==> src/shared/opdrv_regs.svh <==
// opdrv_regs.svh: offsets, field positions and reset values of the
// output-driver power control bank (page 1, registers 0 and 30..32).
// assumes it is included by its bare name from any design file.
`ifndef OPDRV_REGS_SVH
`define OPDRV_REGS_SVH

// register offsets within a page
`define OPDRV_PAGE_OFS 8'h00
`define OPDRV_RSVD_FIRST 8'h01
`define OPDRV_RSVD_LAST 8'h1d
`define OPDRV_ERR_OFS 8'h1e
`define OPDRV_HP_OFS 8'h1f
`define OPDRV_SPK_OFS 8'h20

// page that holds the driver registers
`define OPDRV_DRV_PAGE 8'h01

// reset values
`define OPDRV_PAGE_RST 8'h00
`define OPDRV_ERR_RST 8'h00
`define OPDRV_HP_RST 8'h04
`define OPDRV_SPK_RST 8'h06
`define OPDRV_RD_ZERO 8'h00

// amp short handling fields
`define OPDRV_SPK_KEEP_BIT 1
`define OPDRV_HP_KEEP_BIT 0

// headphone driver fields
`define OPDRV_HPL_BIT 7
`define OPDRV_HPR_BIT 6
`define OPDRV_CM_MSB 4
`define OPDRV_CM_LSB 3
`define OPDRV_HP_PDN_BIT 1

// speaker driver fields
`define OPDRV_SPK_PWR_BIT 7

// live short flag position, shared by both driver registers
`define OPDRV_FLAG_BIT 0

// masks that drop the power-up bits on an automatic clear
`define OPDRV_HP_CLR_MASK 8'h3f
`define OPDRV_SPK_CLR_MASK 8'h7f

`endif

==> src/shared/opdrv_pkg.sv <==
// opdrv_pkg: types of the output-driver power control bank.
// assumes nothing; compiled before any design file.
package opdrv_pkg;

  // headphone output common-mode level
  typedef enum logic [1:0] {
    opdrv_cm_1v35,
    opdrv_cm_1v50,
    opdrv_cm_1v65,
    opdrv_cm_1v80
  } opdrv_cm_type;

  // one register byte
  typedef logic [7:0] opdrv_byte_type;

endpackage

==> src/opdrv_regbank.sv <==
// opdrv_regbank: page select and output-driver power control registers.
// assumes a serial-control front end presents one byte access per
// cycle on the reg_* port, synchronous to core_clk.
`timescale 1ns/1ps
`include "opdrv_regs.svh"
module opdrv_regbank (
  input wire logic core_clk,
  input wire logic resetn,
  input wire logic reg_wr_en,
  input wire logic reg_rd_en,
  input wire logic [7:0] reg_addr,
  input wire logic [7:0] reg_wdata,
  output logic [7:0] reg_rdata,
  output logic reg_rvalid,
  input wire logic hp_short_det,
  input wire logic spk_short_det,
  output logic [7:0] page_sel,
  output logic left_headphone_driver_en,
  output logic right_headphone_driver_en,
  output logic spk_driver_en,
  output opdrv_pkg::opdrv_cm_type hp_cm_sel,
  output logic hp_current_limit
);

  // true when addr hits a driver register on the driver page
  function automatic logic drv_hit(input logic [7:0] pg,
                                   input logic [7:0] a,
                                   input logic [7:0] ofs);
    drv_hit = (pg == `OPDRV_DRV_PAGE) && (a == ofs);
  endfunction

  opdrv_pkg::opdrv_byte_type page_q, page_d;
  opdrv_pkg::opdrv_byte_type err_q, err_d;
  opdrv_pkg::opdrv_byte_type hp_q, hp_d;
  opdrv_pkg::opdrv_byte_type spk_q, spk_d;
  opdrv_pkg::opdrv_byte_type rdata_q, rdata_d;
  logic rvalid_q;
  logic wr_page, wr_err, wr_hp, wr_spk;
  logic rd_err, rd_hp, rd_spk, rd_page;
  logic hp_clr, spk_clr;
  logic [1:0] hp_drv_en;
  opdrv_pkg::opdrv_byte_type hp_wr_val, spk_wr_val;
  opdrv_pkg::opdrv_byte_type hp_rd_val, spk_rd_val;

  // address decode; page selector answers on any page
  assign wr_page = reg_wr_en && (reg_addr == `OPDRV_PAGE_OFS);
  assign wr_err = reg_wr_en && drv_hit(page_q, reg_addr, `OPDRV_ERR_OFS);
  assign wr_hp = reg_wr_en && drv_hit(page_q, reg_addr, `OPDRV_HP_OFS);
  assign wr_spk = reg_wr_en && drv_hit(page_q, reg_addr, `OPDRV_SPK_OFS);
  assign rd_page = reg_addr == `OPDRV_PAGE_OFS;
  assign rd_err = drv_hit(page_q, reg_addr, `OPDRV_ERR_OFS);
  assign rd_hp = drv_hit(page_q, reg_addr, `OPDRV_HP_OFS);
  assign rd_spk = drv_hit(page_q, reg_addr, `OPDRV_SPK_OFS);

  // short response: clears and gating
  opdrv_short_ctrl u_short (
    .hp_short_det(hp_short_det),
    .spk_short_det(spk_short_det),
    .hp_keep(err_q[`OPDRV_HP_KEEP_BIT]),
    .spk_keep(err_q[`OPDRV_SPK_KEEP_BIT]),
    .hp_pdn_mode(hp_q[`OPDRV_HP_PDN_BIT]),
    .hp_pwr({hp_q[`OPDRV_HPL_BIT], hp_q[`OPDRV_HPR_BIT]}),
    .spk_pwr(spk_q[`OPDRV_SPK_PWR_BIT]),
    .hp_clr(hp_clr),
    .spk_clr(spk_clr),
    .hp_drv_en(hp_drv_en),
    .spk_drv_en(spk_driver_en),
    .hp_current_limit(hp_current_limit)
  );

  // next values; flag bit 0 is never stored, a clear beats a write
  assign page_d = wr_page ? reg_wdata : page_q;
  assign err_d = wr_err ? reg_wdata : err_q;
  assign hp_wr_val = wr_hp ? {reg_wdata[7:1], 1'b0} : hp_q;
  assign spk_wr_val = wr_spk ? {reg_wdata[7:1], 1'b0} : spk_q;
  assign hp_d = hp_clr ? (hp_wr_val & `OPDRV_HP_CLR_MASK)
                       : hp_wr_val;
  assign spk_d = spk_clr ? (spk_wr_val & `OPDRV_SPK_CLR_MASK)
                         : spk_wr_val;

  // read values; live short flags merged into bit 0
  assign hp_rd_val = {hp_q[7:1], hp_short_det};
  assign spk_rd_val = {spk_q[7:1], spk_short_det};
  assign rdata_d = !reg_rd_en ? rdata_q :
                   rd_page ? page_q :
                   rd_err ? err_q :
                   rd_hp ? hp_rd_val :
                   rd_spk ? spk_rd_val :
                   `OPDRV_RD_ZERO;

  // register state
  always_ff @(posedge core_clk or negedge resetn) begin
    if (!resetn) begin
      page_q <= `OPDRV_PAGE_RST;
      err_q <= `OPDRV_ERR_RST;
      hp_q <= `OPDRV_HP_RST;
      spk_q <= `OPDRV_SPK_RST;
    end else begin
      page_q <= page_d;
      err_q <= err_d;
      hp_q <= hp_d;
      spk_q <= spk_d;
    end
  end

  // read data path
  always_ff @(posedge core_clk or negedge resetn) begin
    if (!resetn) begin
      rdata_q <= `OPDRV_RD_ZERO;
      rvalid_q <= 1'b0;
    end else begin
      rdata_q <= rdata_d;
      rvalid_q <= reg_rd_en;
    end
  end

  // outputs
  assign reg_rdata = rdata_q;
  assign reg_rvalid = rvalid_q;
  assign page_sel = page_q;
  assign left_headphone_driver_en = hp_drv_en[1];
  assign right_headphone_driver_en = hp_drv_en[0];
  assign hp_cm_sel = opdrv_pkg::opdrv_cm_type'(
                       hp_q[`OPDRV_CM_MSB:`OPDRV_CM_LSB]);
endmodule

==> src/opdrv_short_ctrl.sv <==
// opdrv_short_ctrl: short-circuit response of the headphone and speaker
// drivers; decides automatic power-up clears and driver gating.
// assumes short detect inputs are synchronous to the bank clock.
`timescale 1ns/1ps
module opdrv_short_ctrl (
  input wire logic hp_short_det,
  input wire logic spk_short_det,
  input wire logic hp_keep,
  input wire logic spk_keep,
  input wire logic hp_pdn_mode,
  input wire logic [1:0] hp_pwr,
  input wire logic spk_pwr,
  output logic hp_clr,
  output logic spk_clr,
  output logic [1:0] hp_drv_en,
  output logic spk_drv_en,
  output logic hp_current_limit
);

  // automatic clear requests for the power-up bits
  assign hp_clr = hp_short_det && !hp_keep && hp_pdn_mode;
  assign spk_clr = spk_short_det && !spk_keep;

  // per headphone channel: powered down at once when short and pdn mode
  genvar ch;
  generate
    for (ch = 0; ch < 2; ch = ch + 1) begin : g_hp
      assign hp_drv_en[ch] = hp_pwr[ch] &&
                             !(hp_short_det && hp_pdn_mode);
    end
  endgenerate

  // current limiting applies while a powered headphone driver sees a short with pdn mode off
  assign hp_current_limit = hp_short_det && !hp_pdn_mode &&
                            (|hp_pwr);

  // speaker stays off while an automatic clear is pending
  assign spk_drv_en = spk_pwr && !spk_clr;

endmodule
==> config.mk <==
export PLATFORM = sky130hd
export DESIGN_NAME = opdrv_regbank
export DESIGN_NICKNAME = d
export VERILOG_FILES = /design/src/shared/opdrv_pkg.sv /design/src/opdrv_regbank.sv /design/src/opdrv_short_ctrl.sv
export VERILOG_INCLUDE_DIRS = /design/src /design/src/shared
export SDC_FILE = /design/constraint.sdc
export NUM_CORES = 1
export LEC_CHECK = 0
export ABC_CLOCK_PERIOD_IN_PS = 4700
export BUFFER_PORTS_ARGS = -buffer_cell sky130_fd_sc_hd__buf_4
export CAP_MARGIN = 40
export CORE_ASPECT_RATIO = 0.5
export CORE_MARGIN = 2
export CORE_UTILIZATION = 57
export DETAILED_ROUTE_END_ITERATION = 7
export PLACE_DENSITY = 0.84
export SETUP_SLACK_MARGIN = 0.15
export SYNTH_ARGS = -nofsm -noshare
export SYNTH_HDL_FRONTEND = slang
export SYNTH_SLANG_ARGS = --single-unit
==> constraint.sdc <==
create_clock -name core_clk -period 4.7 [get_ports core_clk]
set_clock_uncertainty 0.05 [all_clocks]
set_input_delay 0 -clock core_clk [delete_from_list [all_inputs] [get_ports core_clk]]
set_output_delay 0 -clock core_clk [all_outputs]
set_load 0.01 [all_outputs]
After elaboration in Yosys (flattened, before gate mapping)
Cells that the tools add are included.
{ "classes": {"n_eq_ne": 4, "n_mux": 8, "n_reduce_logical": 25} }
{ "op_table": {"columns": ["operator", "count"], "rows": [
  ["8-bit two-way mux", 8],
  ["8-bit by 5-bit equality test with 1-bit output (second input constant)", 2],
  ["1-bit logical AND", 16],
  ["8-bit by 1-bit equality test with 1-bit output (second input constant)", 1],
  ["8-bit by 6-bit equality test with 1-bit output (second input constant)", 1],
  ["8-bit logical NOT", 1],
  ["1-bit logical NOT", 5],
  ["2-bit nonzero test", 2],
  ["2-bit OR reduction", 1]
]} }
{ "totals": {"wordCells": 45, "reg_bits": 41, "in_bits": 22} }

Longest topological paths before layout
Gate-level depths: netlist of run 1.
{ "logic_depth": {"word_depth": 6, "depth_mapped": 5, "depth_no_buf": 4} }

By module
From an unflattened synthesis of run 1, not the netlist that was laid out.
{ "unflattened": {"hier_cells": 171, "hier_area_um2": 1988.2} }
{ "by_module_without_submodules": {"columns": ["module", "cells_per_inst", "instances", "seq_area_each_um2", "area_per_inst_um2"], "rows": [
  ["opdrv_regbank", 163, 1, 979.7, 1936.9],
  ["opdrv_short_ctrl", 8, 1, 0.0, 51.3]
]} }

Least setup slack after synthesis of run 1
No wires, ideal clock.
{ "synth_timing": {"path_type": "register -> register", "start": "reg page_q[4] (netlist: page_sel[4])", "end": "reg err_q[0]", "path_slack_ps": 2232, "path_stages_with_launch": 5, "setup_time_ps": 125, "required_ps": 4525, "n_path_buf": 0, "period_less_slack_ps": 2468, "arrival_ps": 2293, "cell_sequence": "dfrtp_1 or4_1 or4_4 nor3b_4 mux2_2"} }
{ "synth_via": {"elab_chain_cells": 3} }
{ "synth_lines": {"columns": ["item", "line", "text"], "rows": [
  ["start, declared", "opdrv_regbank.sv:32", "opdrv_pkg::opdrv_byte_type page_q, page_d;"],
  ["start signal, assigned", "opdrv_regbank.sv:94", "page_q <= `OPDRV_PAGE_RST;"],
  ["start signal, assigned", "opdrv_regbank.sv:99", "page_q <= page_d;"],
  ["8-bit by 1-bit equality test with 1-bit output (no source line)", null, null],
  ["1-bit logical AND", "opdrv_regbank.sv:29", "drv_hit = (pg == `OPDRV_DRV_PAGE) && (a == ofs);"],
  ["1-bit logical AND", "opdrv_regbank.sv:47", "assign wr_err = reg_wr_en && drv_hit(page_q, reg_addr, `OPDRV_ERR_OFS);"],
  ["end signal, assigned", "opdrv_regbank.sv:95", "err_q <= `OPDRV_ERR_RST;"],
  ["end signal, assigned", "opdrv_regbank.sv:100", "err_q <= err_d;"],
  ["end, declared", "opdrv_regbank.sv:33", "opdrv_pkg::opdrv_byte_type err_q, err_d;"]
]} }
No other way between the ends.
A chain may end at the register's enable or synchronous reset.

Worst setup path after layout of run 1
{ "layout_timing": {"start": "reg page_q[4] (netlist: page_sel[4])", "end": "reg err_q[7]"} }
The elaborated chain is that of the path after synthesis.

==> impl_metrics.env, run 1 <==
export IMPL_status="finished clean"
export IMPL_clock_sinks=39
export IMPL_slowest_stage="or4_1"
export IMPL_synth_most_common_cell="dfrtp_1"
export IMPL_ys_seq_area_share_pct=52.52
export IMPL_hpwl_um=3418
export IMPL_avgSynthCellArea_um2=11.81
export IMPL_grt_pass1_wl_um=7845
export IMPL_cts_hold_buffers=12
export IMPL_synthTopCellsByCount="36 x dfrtp_1, 27 x mux2_2, 18 x o21ai_0"
export IMPL_synth_flop_cell="dfrtp_1"
export IMPL_synth_edf_count=0
export IMPL_whs_ns=0.08837
export IMPL_crit_required_ns=4.82
export IMPL_timing_hold_violations_final=0
export IMPL_grt_ovfl_total=0
export IMPL_routed_wirelength_um=4978
export IMPL_p_int_w=0.0005279
export IMPL_drtIter0Drc=143
export IMPL_ys_types=31
export IMPL_via_per_inst=6.093
export IMPL_die_width_um=84.91
export IMPL_grt_max_degree=40
export IMPL_p_comb_share_pct=9.1
export IMPL_io_buffers=44
export IMPL_fin_crit_ns=2.682
export IMPL_yosys_area_top_type="dfrtp_1"
export IMPL_clkTransAtPathRegs_ns=0.08
export IMPL_met3_usage_pct=5.224
export IMPL_cts_tree="built"
export IMPL_start_util_pct=60.86
export IMPL_crit_chain="or4_1 > or4_4 > nor3b_4 > mux2_2"
export IMPL_ios=45
export IMPL_nNetsFinal=238
export IMPL_p_leak_nw=1.164
export IMPL_setup_tns_ns=0
export IMPL_diodes=0
export IMPL_fin_util_pct=79.80
export IMPL_setup_viol=0
export IMPL_setup_slack_ns=2.018
export IMPL_worstMarginPinSlew_ns=0.6760
export IMPL_drive_gt1_share_pct=41.47
export IMPL_cap_violations=0
export IMPL_htreeDepth=2
export IMPL_switchingPower_w=0.0001529
export IMPL_areaGrowthSynthToFinish_pct=31.12
export IMPL_cts_root_buf="clkbuf_8"
export IMPL_hold_path_class="in -> reg"
export IMPL_rows=14
export IMPL_insertion_delay_ns=0.29
export IMPL_rsz0062_at_grt="no"
export IMPL_grt_most_used_layer="met2"
export IMPL_endpoint_kind="flop"
export IMPL_grtUsageMet1_pct=40.29
export IMPL_switching_share_pct=22.45
export IMPL_postCtsSetupBuffers=0
export IMPL_die_h_um=44.46
export IMPL_synth_top_area_share_pct=48.29
export IMPL_drc=0
export IMPL_grt_use_met2_pct=45.35
export IMPL_ys_top_cells_by_area="dfrtp_1 48%, mux2_2 16%, o21ai_0 4.8%"
export IMPL_synth_fp_nets=180
export IMPL_async_flop_share_pct=100.0
export IMPL_p_seq_share_pct=50.4
export IMPL_cp_slowest_stage_delay_ns=0.63
export IMPL_grt_pass1_vias=1523
export IMPL_antenna_found_initial=0
export IMPL_vias=1566
export IMPL_final_antenna_net_count=0
export IMPL_firstDrtPassIters=4
export IMPL_ir_drop_mv=0.2538
export IMPL_track_usage_pct=28.34
export IMPL_postSynthCellCount=158
export IMPL_cp_max_fo=8
export IMPL_ctsResizeCount=0
export IMPL_startpoint_type="flop"
export IMPL_wl_per_cell_um=19.37
export IMPL_maxSlewViolCount=0
export IMPL_fmax_ghz=0.3728
export IMPL_dieArea_um2=3774
export IMPL_power_frac_clock_pct=40.5
export IMPL_min_period_over_period_pct=57.07
export IMPL_coreArea_um2=3065
export IMPL_cts_buffers=5
export IMPL_gp_congestion=0.8738
export IMPL_yosys_warnings=0
export IMPL_worstPathArrival_ns=2.81
export IMPL_synth_seq_cells=39
export IMPL_synthesis_area_um2=1866
export IMPL_worstSetupPathType="reg -> reg"
export IMPL_clockBufferDepth=2
export IMPL_slew_headroom_pct=54.69
export IMPL_power_density_nw_per_um2=278.3
export IMPL_pre_cts_ws_ns=2.044
==> per-stage QoR <==
| stage | instance area (µm²) | power [W] | std cells |
|---|---|---|---|
| floorplan | 1866 | 0.0003663 | 158 |
| global placement | 2220 | 0.0004012 | 237 |
| detailed placement | 2220 | 0.0004034 | 237 |
| CTS | 2446 | 0.0006822 | 257 |
| global route | 2446 | 0.0007037 | 257 |
| finish | 2446 | 0.0006808 | 257 |
==> cell type report <==
| cell class | count | area [µm²] |
|---|---|---|
| clock inverter | 1 | 30.03 |
| fill | 211 | 619.3 |
| clock buffer | 7 | 76.32 |
| tap | 40 | 50.05 |
| multi-input combinational | 111 | 840.8 |
| sequential | 39 | 979.7 |
| inverter | 1 | 3.754 |
| timing repair buffer | 58 | 465.4 |
==> kinds of logic after synthesis <==
group	count (synthesis)	synth area share, %
DFF	39	52.52
and+or+nand+nor	44	15.63
muxes	27	16.30
buffers and inverters	8	2.414
AOI/OAI and AO/OA	40	13.15
==> critical path, delay by kind of cell, from the launching register on <==
family           cells  cell delay (ns)
flip-flops           1             0.42
multiplexers         1             0.39
AND/OR/NAND/NOR      3             1.70
==> power groups by stage <==
stage | Combinational (W) | Clock [W] | Sequential, W
6_report | 0.0000619 | 0.000276 | 0.000343
3_3_place_gp | 0.0000523 | 0 | 0.000349
3_5_place_dp | 0.0000540 | 0 | 0.000349
2_1_floorplan | 0.0000158 | 0 | 0.000351
4_1_cts | 0.0000614 | 0.000278 | 0.000343
5_1_grt | 0.0000674 | 0.000293 | 0.000344
==> sequential cells by signal (all words and copies together), names as in the netlist <==
| signal | flops |
|---|---|
| spk_q | 7 |
| page_sel | 8 |
| err_q | 8 |
| reg_rdata | 8 |
| hp_q | 7 |
| reg_rvalid | 1 |
==> cells in the final DEF, fill, tap and decap left out, drive strengths merged <==
master / n
o31a: 1
a22oi: 9
or3: 1
buf: 46
and2: 3
nand4: 1
a31oi: 8
nor2: 3
or4b: 2
nor2b: 8
clkbuf: 7
nor3: 1
bufinv: 1
dfstp: 3
dlygate4sd3: 12
nor3b: 2
nor4: 3
mux2: 27
or4: 5
nand2: 4
nand3: 3
a21bo: 1
a21oi: 2
o21ai: 18
inv: 1
a21boi: 1
dfrtp: 36
nand2b: 8
==> per-layer routing <==
metal	routed length, µm	share of wire (%)
met3	358	7.2
met5	0	0
met2	2363	47
met1	2176	44
met4	79	1.6
==> final timing paths <==
path / start / end / slack (ns) / cells after the start
max: page_sel[4] / err_q[7] / 2.02 / 4
min: hp_short_det / hp_q[6] / 0.09 / 4
max reg2reg: page_sel[4] / err_q[7] / 2.02 / 4
min reg2reg: err_q[2] / err_q[2] / 0.45 / 1
max in group asynchronous: resetn / hp_q[2] / 4.08 / 2
min in group asynchronous: resetn / spk_q[3] / 0.16 / 2
Note: power is estimated with default switching activity, not from simulation.
==> run 2: changes to the inputs <==
- ABC_AREA: unset -> 1
- ABC_CLOCK_PERIOD_IN_PS: 4700 -> 2400
- CORE_UTILIZATION: 57 -> 49
- PLACE_DENSITY: 0.84 -> 0.76
- clock period: 4.7 -> 2.4 ns (I/O delays scaled with it)
==> impl_metrics.env, run 2 <==
export IMPL_status="finished clean"
export IMPL_dieArea_um2=4785
export IMPL_synth_seq_cells=39
export IMPL_grt_ovfl_total=0
export IMPL_track_usage_pct=22.34
export IMPL_rsz0062_at_grt="no"
export IMPL_drive_gt1_share_pct=30.93
export IMPL_worstMarginPinSlew_ns=0.4960
export IMPL_fmax_ghz=0.5804
export IMPL_slew_headroom_pct=66.93
export IMPL_hpwl_um=3540
export IMPL_startpoint_type="flop"
export IMPL_ys_seq_area_share_pct=47.40
export IMPL_clockBufferDepth=2
export IMPL_switching_share_pct=25.75
export IMPL_min_period_over_period_pct=71.79
export IMPL_synth_edf_count=0
export IMPL_cts_buffers=5
export IMPL_switchingPower_w=0.0003225
export IMPL_power_frac_clock_pct=35.0
export IMPL_yosys_warnings=0
export IMPL_endpoint_kind="flop"
export IMPL_antenna_found_initial=0
export IMPL_synth_fp_nets=260
export IMPL_drc=0
export IMPL_crit_required_ns=2.54
export IMPL_final_antenna_net_count=0
export IMPL_io_buffers=44
export IMPL_rr_startpoint="page_sel[4]"
export IMPL_nNetsFinal=312
export IMPL_seqCellArea_um2=979.7
export IMPL_yosys_area_top_type="dfrtp_1"
export IMPL_ys_types=27
export IMPL_avgSynthCellArea_um2=8.685
export IMPL_setup_viol=0
export IMPL_areaGrowthSynthToFinish_pct=24.15
export IMPL_die_h_um=49.93
export IMPL_coreArea_um2=3984
export IMPL_final_cell_mix="56 x nand2_1, 44 x buf_4, 36 x dfrtp_1"
export IMPL_p_seq_share_pct=54.0
export IMPL_start_util_pct=51.88
export IMPL_synthTopCellsByCount="56 x nand2_1, 36 x dfrtp_1, 22 x inv_1"
export IMPL_placed_cells=327
export IMPL_crit_end="spk_q[5]"
export IMPL_routed_wirelength_um=4909
export IMPL_wl_per_cell_um=14.23
export IMPL_htreeDepth=2
export IMPL_startpoint="page_sel[4]"
export IMPL_worstSetupPathType="reg -> reg"
export IMPL_drtIter0Drc=112
export IMPL_synthesis_area_um2=2067
export IMPL_maxSlewViolCount=0
export IMPL_hold_path_class="in -> reg"
export IMPL_fill_cells=340
export IMPL_grt_pass1_wl_um=8024
export IMPL_cap_violations=0
export IMPL_r2r_cells=7
export IMPL_diodes=0
export IMPL_worstPathArrival_ns=1.86
export IMPL_cts_tree="built"
export IMPL_ys_top_cells_by_area="dfrtp_1 44%, nand2_1 10%, o21ai_2 5.5%"
export IMPL_power_density_nw_per_um2=487.9
export IMPL_cts_root_buf="clkbuf_8"
export IMPL_clkTransAtPathRegs_ns=0.07
export IMPL_pre_cts_ws_ns=0.7171
export IMPL_firstDrtPassIters=4
export IMPL_p_int_w=0.0009296
export IMPL_power_w=0.001252
export IMPL_grt_pass1_vias=1617
export IMPL_grt_max_degree=40
export IMPL_vias=1762
export IMPL_async_flop_share_pct=100.0
export IMPL_p_comb_share_pct=11.0
export IMPL_ir_drop_mv=0.3467
export IMPL_p_leak_nw=1.303
export IMPL_fin_cells=345
export IMPL_cp_max_fo=22
export IMPL_clock_sinks=39
export IMPL_synth_top_area_share_pct=43.58
export IMPL_insertion_delay_ns=0.29
export IMPL_setup_slack_ns=0.6770
export IMPL_rows=16
export IMPL_fin_crit_ns=1.723
export IMPL_setup_tns_ns=0
export IMPL_multi_input_area_um2=917.1
export IMPL_final_common_cell="nand2_1"
export IMPL_timing_hold_violations_final=0
export IMPL_synth_most_common_cell="nand2_1"
export IMPL_ios=45
export IMPL_synth_flop_cell="dfrtp_1"
export IMPL_worstReg2RegEnd="spk_q[5]"
export IMPL_gp_congestion=0.8364
export IMPL_via_per_inst=5.107
export IMPL_postSynthCellCount=238
export IMPL_rrSetupSlack_ns=0.68
export IMPL_die_width_um=95.85
-- run 2: worst min-delay path by stage --
stage	start	to	cells after the start
floorplan	resetn	err_q[0]	0
CTS	spk_short_det	spk_q[7]	4
global route	spk_short_det	spk_q[7]	4
global placement	resetn	page_sel[2]	1
detailed placement	resetn	page_sel[2]	1
finish	spk_short_det	spk_q[7]	4
-- run 2: power groups by stage --
stage / Sequential (W) / Clock (W) / Combinational (W)
after floorplan: 0.000690 / 0 / 0.0000538
after global placement: 0.000688 / 0 / 0.000123
after detailed placement: 0.000689 / 0 / 0.000126
after CTS: 0.000676 / 0.000442 / 0.000139
after global routing: 0.000677 / 0.000470 / 0.000152
final: 0.000676 / 0.000438 / 0.000138
-- run 2: kinds of logic after synthesis --
family          Yosys count  share of synthesized area [%]
simple gates            121                          30.75
flops                    39                          47.40
compound gates           45                          13.62
buf+inv                  33                          8.231
-- run 2: worst max-delay path, cell delays in order (launching register included) --
cell	delay (ns)
dfrtp_1	0.43
nor2_2	0.17
nand2_2	0.10
nor2_8	0.32
nand2_4	0.15
nor2_8	0.20
nand2_1	0.07
o21a_1	0.10
-- run 2: what timing repair did --
action	in CTS	in global routing
hold endpoints to repair	67	0
setup buffers	0	0
hold buffers	10	0
resized for setup	0	0
-- run 2: metrics by stage --
step	cell area, µm²	util, %	hold WS [ns]
after detailed placement	2385	59.86	-0.04793
after global placement	2385	59.86	-0.05703
after floorplan	2067	-	-0.3456
final	2566	64.42	0.02193
after CTS	2566	64.42	0.01665
after global routing	2566	64.42	0.03265
-- run 2: layout make-up --
cell class	instances	area share, %
inverter	24	3.510
timing repair buffer	54	16.77
sequential	39	38.18
multi-input combinational	166	35.74
tap	54	2.633
clock inverter	1	0.1950
clock buffer	7	2.974
-- run 2: per-layer routing --
layer  vias to the layer above  track usage (%)  share of wire [%]  routed length, µm
met2                        56            31.82                 41               2036
met1                       829            33.37                 51               2512
met5                         -                0                  0                  0
li1                        873                -                  -                  -
met4                         0            5.000               0.45                 22
met3                         4            6.575                6.9                338
==> run 3: changes to the inputs <==
- ABC_CLOCK_PERIOD_IN_PS: 2400 -> 1650
- CORE_UTILIZATION: 49 -> 54
- PLACE_DENSITY: 0.76 -> 0.79
- clock period: 2.4 -> 1.65 ns (I/O delays scaled with it)
==> impl_metrics.env, run 3 (synthesis gave the netlist of run 2 again) <==
export IMPL_min_period_over_period_pct=92.41
export IMPL_routed_wirelength_um=5350
export IMPL_cts_buffers=5
export IMPL_timing_hold_violations_final=0
export IMPL_htreeDepth=2
export IMPL_worstReg2RegEnd="reg_rdata[5]"
export IMPL_final_cell_mix="57 x buf_4, 56 x nand2_1, 34 x dfrtp_1"
export IMPL_crit_cells=8
export IMPL_cpMostUsedCell="nand2_1"
export IMPL_r2r_cells=8
export IMPL_drtIter0Drc=145
export IMPL_slew_headroom_pct=66.71
export IMPL_holdPathStages=4
export IMPL_worstSetupPathType="reg -> reg"
export IMPL_gp_congestion=0.8009
export IMPL_via_per_inst=5.267
export IMPL_hold_start="spk_short_det"
export IMPL_cp_slowest_stage_delay_ns=0.44
export IMPL_final_common_cell="buf_4"
export IMPL_grt_max_degree=40
export IMPL_areaGrowthSynthToFinish_pct=33.60
export IMPL_dieArea_um2=4369
export IMPL_rows=15
export IMPL_multi_input_area_um2=963.4
export IMPL_hold_end="spk_q[7]"
export IMPL_fmax_ghz=0.6559
export IMPL_fin_crit_ns=1.525
export IMPL_drive_gt1_share_pct=36.69
export IMPL_worstPathArrival_ns=1.71
export IMPL_status="finished clean"
export IMPL_hpwl_um=3572
export IMPL_slowest_stage="dfrtp_2"
export IMPL_cp_max_fo=7
export IMPL_rsz0062_at_grt="yes"
export IMPL_nNetsFinal=329
export IMPL_insertion_delay_ns=0.29
export IMPL_worstMarginPinSlew_ns=0.4994
export IMPL_maxSlewViolCount=0
export IMPL_startpoint_type="flop"
export IMPL_vias=1891
export IMPL_power_w=0.001884
export IMPL_endpoint_kind="flop"
export IMPL_start_util_pct=58.27
export IMPL_cpLargestDelayFamily="simple AND/OR/NAND/NOR gates"
export IMPL_seqCellArea_um2=982.2
export IMPL_setup_viol=0
export IMPL_diodes=0
export IMPL_drc=0
export IMPL_die_width_um=91.50
export IMPL_cts_root_buf="clkbuf_8"
export IMPL_grt_pass1_vias=1649
export IMPL_path_buf_inv=1
export IMPL_rrSetupSlack_ns=0.13
export IMPL_coreArea_um2=3547
export IMPL_fill_cells=253
export IMPL_crit_chain="nor2_2 > nand2_2 > nor2_8 > buf_4 > nand3_1 > nand4_1 > nand2_1 > nand2_1"
export IMPL_wl_per_cell_um=14.90
export IMPL_track_usage_pct=25.99
export IMPL_crit_required_ns=1.83
export IMPL_grt_pass1_wl_um=8293
export IMPL_hold_path_class="in -> reg"
export IMPL_clkTransAtPathRegs_ns=0.07
export IMPL_clockBufferDepth=2
export IMPL_clock_sinks=39
export IMPL_die_h_um=47.75
export IMPL_rr_startpoint="page_sel[4]"
export IMPL_fin_util_pct=77.85
export IMPL_p_leak_nw=1.389
export IMPL_power_density_nw_per_um2=682.2
export IMPL_io_buffers=44
export IMPL_antenna_found_initial=0
export IMPL_ir_drop_mv=0.4703
export IMPL_setup_tns_ns=0
export IMPL_final_antenna_net_count=0
export IMPL_grt_ovfl_total=0
export IMPL_firstDrtPassIters=4
export IMPL_cap_violations=0
export IMPL_cts_tree="built"
export IMPL_ios=45
run 3: cell types whose count changed in the layout (fill, tap and decap cells not counted), moves of 2 or more:
cell and change:
nand2_2 -3, buf_6 +2, o21ai_2 +3, nand2_4 +2, buf_4 +13, o21ai_1 -2
dfrtp_2 +2, dfrtp_1 -2
run 3: final cells by class:
type                            instances  area share (%)
Clock buffer                            7           3.126
Clock inverter                          1          0.1812
Multi-Input combinational cell        167           34.89
Tap cell                               51           2.311
Sequential cell                        39           35.57
Timing Repair Buffer                   70           20.66
Inverter                               24           3.262
run 3: tightest hold or removal path, delay by kind of cell:
family	cells	cell delay [ns]
buf+inv	2	0.12
simple gates	1	0.12
compound gates	1	0.09
run 3: what timing repair did:
action                                  in CTS  in global routing
gates resized for setup                      0                 12
endpoints found under the hold margin       68                  0
hold buffers                                10                  0
pin swaps                                    4                  4
endpoints found under the setup margin      27                 30
setup buffers                                4                  9
gates cloned                                 1                  0
run 3: how the worst max path moves through the flow:
| stage | slack [ns] | to | from |
|---|---|---|---|
| after global placement | 0.10 | spk_q[5] | page_sel[7] |
| final | 0.13 | reg_rdata[5] | page_sel[4] |
| after detailed placement | 0.06 | spk_q[5] | page_sel[4] |
| after CTS | 0.13 | spk_q[5] | page_sel[4] |
| after global routing | 0.06 | reg_rdata[1] | page_sel[4] |
| after floorplan | 0.21 | hp_q[1] | page_sel[7] |
run 3: report_power, final:
part	switching [W]	internal (W)
clock network	0.000336	0.000337
logic	0.000126	0.000104
registers	0.0000115	0.000969
run 3: routing by layer:
layer	part of all wire, %	vias to the layer above	GRT usage [%]
li1	-	916	-
met1	47	893	37.34
met2	44	75	39.41
met3	7.7	7	5.827
met4	1.0	0	10.30
met5	0	-	0
run 3: per-stage QoR:
| step | instance area [µm²] | hold WS, ns | instances | setup slack, ns |
|---|---|---|---|---|
| final | 2761 | 0.01424 | 359 | 0.1253 |
| after global placement | 2404 | -0.05636 | 327 | 0.1025 |
| after global routing | 2761 | 0.05100 | 359 | 0.06278 |
| after floorplan | 2067 | -0.3456 | 238 | 0.2110 |
| after detailed placement | 2404 | -0.05081 | 327 | 0.06147 |
| after CTS | 2636 | 0.01013 | 350 | 0.1290 |
